<file path="config.mk">
export PLATFORM = sky130hd
export DESIGN_NAME = gpio_ports
export DESIGN_NICKNAME = d
export VERILOG_FILES = /design/src/rtl/gpio_ports.v /design/src/rtl/gpio_store.v
export VERILOG_INCLUDE_DIRS = /design/src /design/src/rtl
export SDC_FILE = /design/constraint.sdc
export NUM_CORES = 1
export LEC_CHECK = 0
export ABC_CLOCK_PERIOD_IN_PS = 3930
export BUFFER_PORTS_ARGS = -buffer_cell sky130_fd_sc_hd__buf_2
export CORE_MARGIN = 2
export CORE_UTILIZATION = 53
export CTS_CLUSTER_DIAMETER = 150
export DETAILED_ROUTE_END_ITERATION = 16
export PLACE_DENSITY = 0.84
export SETUP_SLACK_MARGIN = 0.2
export SLEW_MARGIN = 15
export SYNTH_ARGS = -nofsm -noshare
export SYNTH_HDL_FRONTEND = slang
export SYNTH_SLANG_ARGS = --single-unit
</file>
<file path="constraint.sdc">
create_clock -name CLK -period 3.93 [get_ports CLK]
set_clock_uncertainty 0.15 [all_clocks]
set_input_delay 0.786 -clock CLK [delete_from_list [all_inputs] [get_ports CLK]]
set_output_delay 0.786 -clock CLK [all_outputs]
set_load 0.02 [all_outputs]
</file>
<file path="src/rtl/gpio_defines.vh">
// register offsets, direction select codes, first port width and reset values for the i/o port block
`ifndef GPIO_DEFINES_VH
`define GPIO_DEFINES_VH
`define GPIO_ADDR_FIRST 5'h05
`define GPIO_ADDR_SECOND 5'h06
`define GPIO_ADDR_THIRD 5'h07
`define GPIO_DIR_RESET 8'hff
`define GPIO_DIR_RESET_FIRST 4'hf
`define GPIO_FIRST_WIDTH 4
`define GPIO_SEL_FIRST 2'h0
`define GPIO_SEL_SECOND 2'h1
`define GPIO_SEL_THIRD 2'h2
`endif

</file>
<file path="src/rtl/gpio_ports.v">
// bidirectional i/o ports: output latches, direction registers, pin readback
//
// Operation
// - port reads return live pin levels
// - reset makes every pin an input
// - first port four bits, upper read zero
// - second port is eight full pins
// - third location port or plain storage
// - direction load copies working register value
// - one tristates pin, zero drives latch
// - direction write-only, all ones on reset
// - output latch holds until rewritten
// - every pin direction set independently
// - output latches untouched by any reset
`timescale 1ns/10ps
`include "gpio_defines.vh"
module gpio_ports #(
   parameter HAS_THIRD_PORT = 1
) (
   // clock and reset
   input wire CLK,
   input wire RESET_N,
   // register access from the core
   input wire [4:0] ADDR,
   input wire WR_EN,
   input wire [7:0] WR_DATA,
   input wire RD_EN,
   output reg [7:0] RD_DATA,
   // direction load from working register
   input wire DIR_LOAD,
   input wire [1:0] DIR_SEL,
   input wire [7:0] WREG,
   // first port pins
   input wire [3:0] FIRST_PORT_PIN_BITS_I,
   output reg [3:0] FIRST_PORT_PIN_BITS_O,
   output reg [3:0] FIRST_PORT_PIN_BITS_OE,
   // second port pins
   input wire [7:0] SECOND_PORT_PIN_BITS_I,
   output reg [7:0] SECOND_PORT_PIN_BITS_O,
   output reg [7:0] SECOND_PORT_PIN_BITS_OE,
   // third port pins
   input wire [7:0] THIRD_PORT_PIN_BITS_I,
   output reg [7:0] THIRD_PORT_PIN_BITS_O,
   output reg [7:0] THIRD_PORT_PIN_BITS_OE
);
   reg [3:0] first_latch_q;
   reg [7:0] second_latch_q;
   reg [7:0] third_latch_q;
   reg [3:0] first_dir_q;
   reg [7:0] second_dir_q;
   reg [7:0] third_dir_q;
   reg [7:0] rd_data_d;
   wire [7:0] store_rd;
   wire store_wr;

   // -------------------------------------------------------------
   // output latches
   // -------------------------------------------------------------
   // no reset term: power-on contents are unknown, later resets keep them
   always @(posedge CLK) begin
      if (WR_EN && ADDR == `GPIO_ADDR_FIRST) begin
         first_latch_q <= WR_DATA[3:0];
      end
      if (WR_EN && ADDR == `GPIO_ADDR_SECOND) begin
         second_latch_q <= WR_DATA;
      end
      if (HAS_THIRD_PORT != 0 && WR_EN && ADDR == `GPIO_ADDR_THIRD) begin
         third_latch_q <= WR_DATA;
      end
   end

   // -------------------------------------------------------------
   // direction registers
   // -------------------------------------------------------------
   always @(posedge CLK) begin
      if (!RESET_N) begin
         first_dir_q <= `GPIO_DIR_RESET_FIRST;
         second_dir_q <= `GPIO_DIR_RESET;
         third_dir_q <= `GPIO_DIR_RESET;
      end else if (DIR_LOAD) begin
         case (DIR_SEL)
            `GPIO_SEL_FIRST: begin
               first_dir_q <= WREG[3:0];
            end
            `GPIO_SEL_SECOND: begin
               second_dir_q <= WREG;
            end
            `GPIO_SEL_THIRD: begin
               if (HAS_THIRD_PORT != 0) begin
                  third_dir_q <= WREG;
               end
            end
            default: begin
               first_dir_q <= first_dir_q;
            end
         endcase
      end
   end

   // -------------------------------------------------------------
   // pin drivers
   // -------------------------------------------------------------
   // registered so the outputs come from flops; pins follow one cycle later
   always @(posedge CLK) begin
      if (!RESET_N) begin
         FIRST_PORT_PIN_BITS_OE <= 4'h0;
         SECOND_PORT_PIN_BITS_OE <= 8'h00;
         THIRD_PORT_PIN_BITS_OE <= 8'h00;
         FIRST_PORT_PIN_BITS_O <= 4'h0;
         SECOND_PORT_PIN_BITS_O <= 8'h00;
         THIRD_PORT_PIN_BITS_O <= 8'h00;
      end else begin
         FIRST_PORT_PIN_BITS_OE <= ~first_dir_q;
         SECOND_PORT_PIN_BITS_OE <= ~second_dir_q;
         THIRD_PORT_PIN_BITS_OE <= (HAS_THIRD_PORT != 0) ? ~third_dir_q : 8'h00;
         FIRST_PORT_PIN_BITS_O <= first_latch_q;
         SECOND_PORT_PIN_BITS_O <= second_latch_q;
         THIRD_PORT_PIN_BITS_O <= (HAS_THIRD_PORT != 0) ? third_latch_q : 8'h00;
      end
   end

   // -------------------------------------------------------------
   // storage for the third location on small variants
   // -------------------------------------------------------------
   assign store_wr = (HAS_THIRD_PORT == 0) && WR_EN && ADDR == `GPIO_ADDR_THIRD;

   gpio_store u_store (
      .clk(CLK),
      .wr_en(store_wr),
      .wr_data(WR_DATA),
      .rd_data(store_rd)
   );

   // -------------------------------------------------------------
   // read path
   // -------------------------------------------------------------
   // pins are not latched; outside must hold levels through the read
   always @* begin
      rd_data_d = 8'h00;
      case (ADDR)
         `GPIO_ADDR_FIRST: begin
            rd_data_d = {4'h0, FIRST_PORT_PIN_BITS_I};
         end
         `GPIO_ADDR_SECOND: begin
            rd_data_d = SECOND_PORT_PIN_BITS_I;
         end
         `GPIO_ADDR_THIRD: begin
            rd_data_d = (HAS_THIRD_PORT != 0) ? THIRD_PORT_PIN_BITS_I : store_rd;
         end
         default: begin
            rd_data_d = 8'h00;
         end
      endcase
   end

   // direction registers have no read path at all
   always @(posedge CLK) begin
      if (!RESET_N) begin
         RD_DATA <= 8'h00;
      end else if (RD_EN) begin
         RD_DATA <= rd_data_d;
      end
   end
endmodule

</file>
<file path="src/rtl/gpio_store.v">
// one-byte storage cell used as the third location on small variants
`timescale 1ns/10ps
module gpio_store (
   // clock
   input wire clk,
   // write side
   input wire wr_en,
   input wire [7:0] wr_data,
   // read side
   output reg [7:0] rd_data
);
   reg [7:0] mem_q;

   // no reset: contents survive every reset like other general storage
   always @(posedge clk) begin
      if (wr_en) begin
         mem_q <= wr_data;
      end
   end

   always @(posedge clk) begin
      rd_data <= wr_en ? wr_data : mem_q;
   end
endmodule

</file>
; ---- Yosys cells after proc, flatten, opt, wreduce, memory -nomap -nowiden
; Cells that the tools add are included.
[word_totals]
ff_bits = 88
out_inout_bits = 48
[op_classes]
n_mux = 1
n_bitwise = 3
reduce_logical = 7
eq_ne = 5
[op_table]
columns = op, n
row1 = $pmux W8 S3, 1
row2 = $not A8 Y8, 2
row3 = $eq A5 B3 Y1 const B, 3
row4 = $reduce_and A2 Y1, 3
row5 = $not A4 Y4, 1
row6 = $logic_and A1 B1 Y1, 3
row7 = $eq A2 B1 Y1 const B, 1
row8 = $eq A2 B2 Y1 const B, 1
row9 = $logic_not A2 Y1, 1

; ---- Depth between registers and ports, before layout
[logic_depth]
word_depth = 2
depth_mapped = 5
ltp_nobuf = 3

; ---- Worst setup path before layout
; No wires, ideal clock.
[synth_timing]
kind = input -> register
startpoint = input ADDR[1]
endpoint = register second_latch_q[0], enable pin
path_buffers = 1
slack_ns = 1.614
setup_time_ns = 0.385
arrival_time_ns = 1.780
stages = 3
cell_sequence = buf_4 > nand4bb_4 > nor3b_1
[synth_between]
elab_chain_cells = 2
[synth_lines]
columns = item, line_no
row1 = "start, declared", gpio_ports.v:24  ; input wire [4:0] ADDR,
row2 = $eq A5 B3 Y1, n/a
row3 = $logic_and A1 B1 Y1 (no source line), n/a
row4 = "end signal, assigned", gpio_ports.v:65  ; second_latch_q <= WR_DATA;
row5 = "end, declared", gpio_ports.v:47  ; reg [7:0] second_latch_q;
; Every way passes these cells.
; A chain may end at the register's enable or synchronous reset.

; ---- Worst setup path after layout
[layout_timing]
startpoint = input ADDR[0]
endpoint = register first_latch_q[2], enable pin
[layout_between]
elab_chain_cells = 2
[layout_lines]
columns = item, line_no
row1 = $eq A5 B3 Y1, n/a
row2 = $logic_and A1 B1 Y1 (no source line), n/a
row3 = "end signal, assigned", gpio_ports.v:62  ; first_latch_q <= WR_DATA[3:0];
row4 = "end, declared", gpio_ports.v:46  ; reg [3:0] first_latch_q;
; Every way passes these cells.

==> results.md <==
- DP Area: 3420 sq um
- Synth unique cells: 25
- Post-synthesis mux area share: 4.15%
- Final instance area: between 3000 and 4000 sq um
- Starting Density: 56.0%
- Clk root buf: clkbuf_8
- Hold Path Depth: 1
- Io pins: 96
- Seq/Total Area, Yosys: about two thirds
- Overall routing resource usage: 18.9%
- Post-synth EDFFs: 20
- Post-route ant nets: 0
- Filler Cell Count: approximately 370
- Post-layout min period: roughly 2 ns
- Clock buffer depth: 2
- Clk_lat worst skew: between 0.3 and 0.4 ns
- DP HPWL: between 3000 and 4000 um
- TritonCTS clock tree: done
- Num CTS Buffers: 9
- Routed via count: 1,987
- CTS resizes: 0
- YS warnings: 0
- Critical Path Fanout Max: 11
- Hold-fix buffers, CTS: 0
- Share of Yosys cell area claimed by the top area cell type: 47.0%
- CTS sink count: a little under 90
- Die width: between 70 and 80 um
- Status: finished clean
- Pwr Density: about 500 nW/um^2
- Setup WS post-layout: between 1.5 and 2 ns
- Drc violations: 0
- Synth Area in Compound Gates: 3.11%
- Critical Path Start Type: primary input
- Worst rel slew slack: slightly above 60%
- Syn nets: 289
- Crit end category: flip-flop
- Gpl congestion: around 0.8
- Hold WS: about 0.26 ns
- Htree depth: 3
- Adder-cell area share of the yosys netlist: 0%
- R2R cell count: 1
- Ys async rst share: 0%
- Nets: around 390
- Via/cell ratio: approximately 4.8
- Simple-Gate Fraction of Synth Area: between 20% and 30%
- First-pass GRT wire length: approximately 8900 um
- Synth Area in XOR/XNOR: 0%
- Rows: 26
- Antenna violations before repair: 0
- Leading cell types in the layout, fill and taps excluded: buf_2 (95), dfxtp_1 (68), nand2_1 (41), nor2b_1 (21)
- Yosys reg bits: 88
- Final hold violations: 0
- Final Max Tran Viols: 0
- Setup TNS: 0 ns
- Synth top area cells: dfxtp_1 (47%), edfxtp_1 (21%), nand2_1 (5.3%)
- Req. time, crit path: between 3 and 4 ns
- Post-CTS Setup Inserts: 0
- Synthesized cell area: 2890 sq um
- Setup violators final: 0
- CORE AREA: 5170 sq um
- Arr. time, crit path: 1.84 ns
- DIE AREA: 6070 sq um
- DR pass1 iterations: 4
- Crit share post-route: 51.0%
- Hold crit path type: reg -> reg
- Multi-input combinational cell area: about 860 sq um
- Top_reg_cell synth: dfxtp_1
- Register area: 1960 sq um
- Die Y: around 78 um
- Leak pwr: between 1.5 and 2 nW
- Flop2flop setup slack: ~3.1 ns
- Synth Instances: ~240
- Port bufs: 95
- DRT Wirelength: 5380 um
- Top cell type by total area after synthesis: dfxtp_1
- Post-Place Setup Slack: between 1.5 and 2 ns
- Layout cells sized above 1: ~34%
- Antenna cells: 0
- Largest family of logic cells by synthesized area: simple AND/OR/NAND/NOR gates
- Fmax: around 500 MHz
- Commonest non-fill, non-tap cell in the layout: buf_2
- Vias in the first global route: approximately 1,900
- Worst-path clk slew: 0.08 ns
- Total gr overflow: 0
- RSZ-0062 raised after global routing: no
- Slew @ Worst Pin: slightly below 0.6 ns
- Number of max-cap violations: 0
- Avg WL per Cell: ~13 um
- Syn avg cell area: 12.0 sq um
- Peak VDD IR: roughly 290 uV
- Largest net degree at the start of global routing: 63
- Crit path kind: in -> reg
- Initial DRC count: between 100 and 150
- Area grow syn2layout: 27.0%
[cell usage after synthesis, types with 3 or more instances]
cell      count
buf_2         3
clkbuf_1      7
edfxtp_1     20
nor2b_1      21
o32ai_1       4
inv_1         5
dfxtp_1      68
mux2i_1      12
nand3_1      16
nand2_1      41
and2_1       20
a22o_1        4
o21ai_1       4
[per-layer routing]
metal / global-route usage, % / vias up / part of all wire (%)
met3: 4.65 / 5 / 6.0
li1: - / 990 / -
met2: 31.7 / 64 / 50
met1: 23.5 / 928 / 43
met5: 0 / - / 0
met4: 7.72 / 0 / 1.1
[area by class of cell]
cell class              count  area share [%]
clock buffers              11            3.57
clock inverters             5            3.51
repair buffers             97            13.3
multi-input cells         136            23.3
inverters                   5           0.511
well taps                  70            2.38
flip-flops and latches     88            53.4
[worst max-delay path: stages]
cell and delay [ns]:
buf_2 0.27, nand4bb_2 0.22, nor3b_1 0.56
[stage by stage]
stage          total power [mW]  util (%)  cells
2_1_floorplan              1.05         -    241
3_3_place_gp               1.09      66.0    396
3_5_place_dp               1.10      66.0    396
4_1_cts                    1.87      71.1    412
5_1_grt                    1.92      71.1    412
6_report                   1.85      71.1    412
[sequential cells by signal (all words and copies together), names as in the netlist, 8 cells and up]
signal                   count
THIRD_PORT_PIN_BITS_O        8
SECOND_PORT_PIN_BITS_O       8
third_latch_q                8
second_dir_q                 8
THIRD_PORT_PIN_BITS_OE       8
RD_DATA                      8
SECOND_PORT_PIN_BITS_OE      8
second_latch_q               8
third_dir_q                  8
[report_power, final]
part,internal (mW),switching (mW)
registers,0.948,0.00887
clock network,0.488,0.290
logic,0.0512,0.0674
[worst paths after layout]
path,end,start
hold / removal,THIRD_PORT_PIN_BITS_OE[7]$_SDFF_PN0_,third_dir_q[7]$_SDFFE_PN1P_
setup reg to reg,RD_DATA[1]$_SDFFE_PN0P_,RD_DATA[1]$_SDFFE_PN0P_
hold reg to reg,THIRD_PORT_PIN_BITS_OE[7]$_SDFF_PN0_,third_dir_q[7]$_SDFFE_PN1P_
setup / recovery,first_latch_q[2]$_DFFE_PP_,ADDR[0]
[cells by family (layout without fill, tap and decap cells)]
group / after synthesis / count (layout)
compound gates: 12 / 12
buf+inv: 17 / 118
flops: 88 / 88
mux: 12 / 12
simple gates: 112 / 112
No activity file was read; power rests on OpenSTA's default activity.
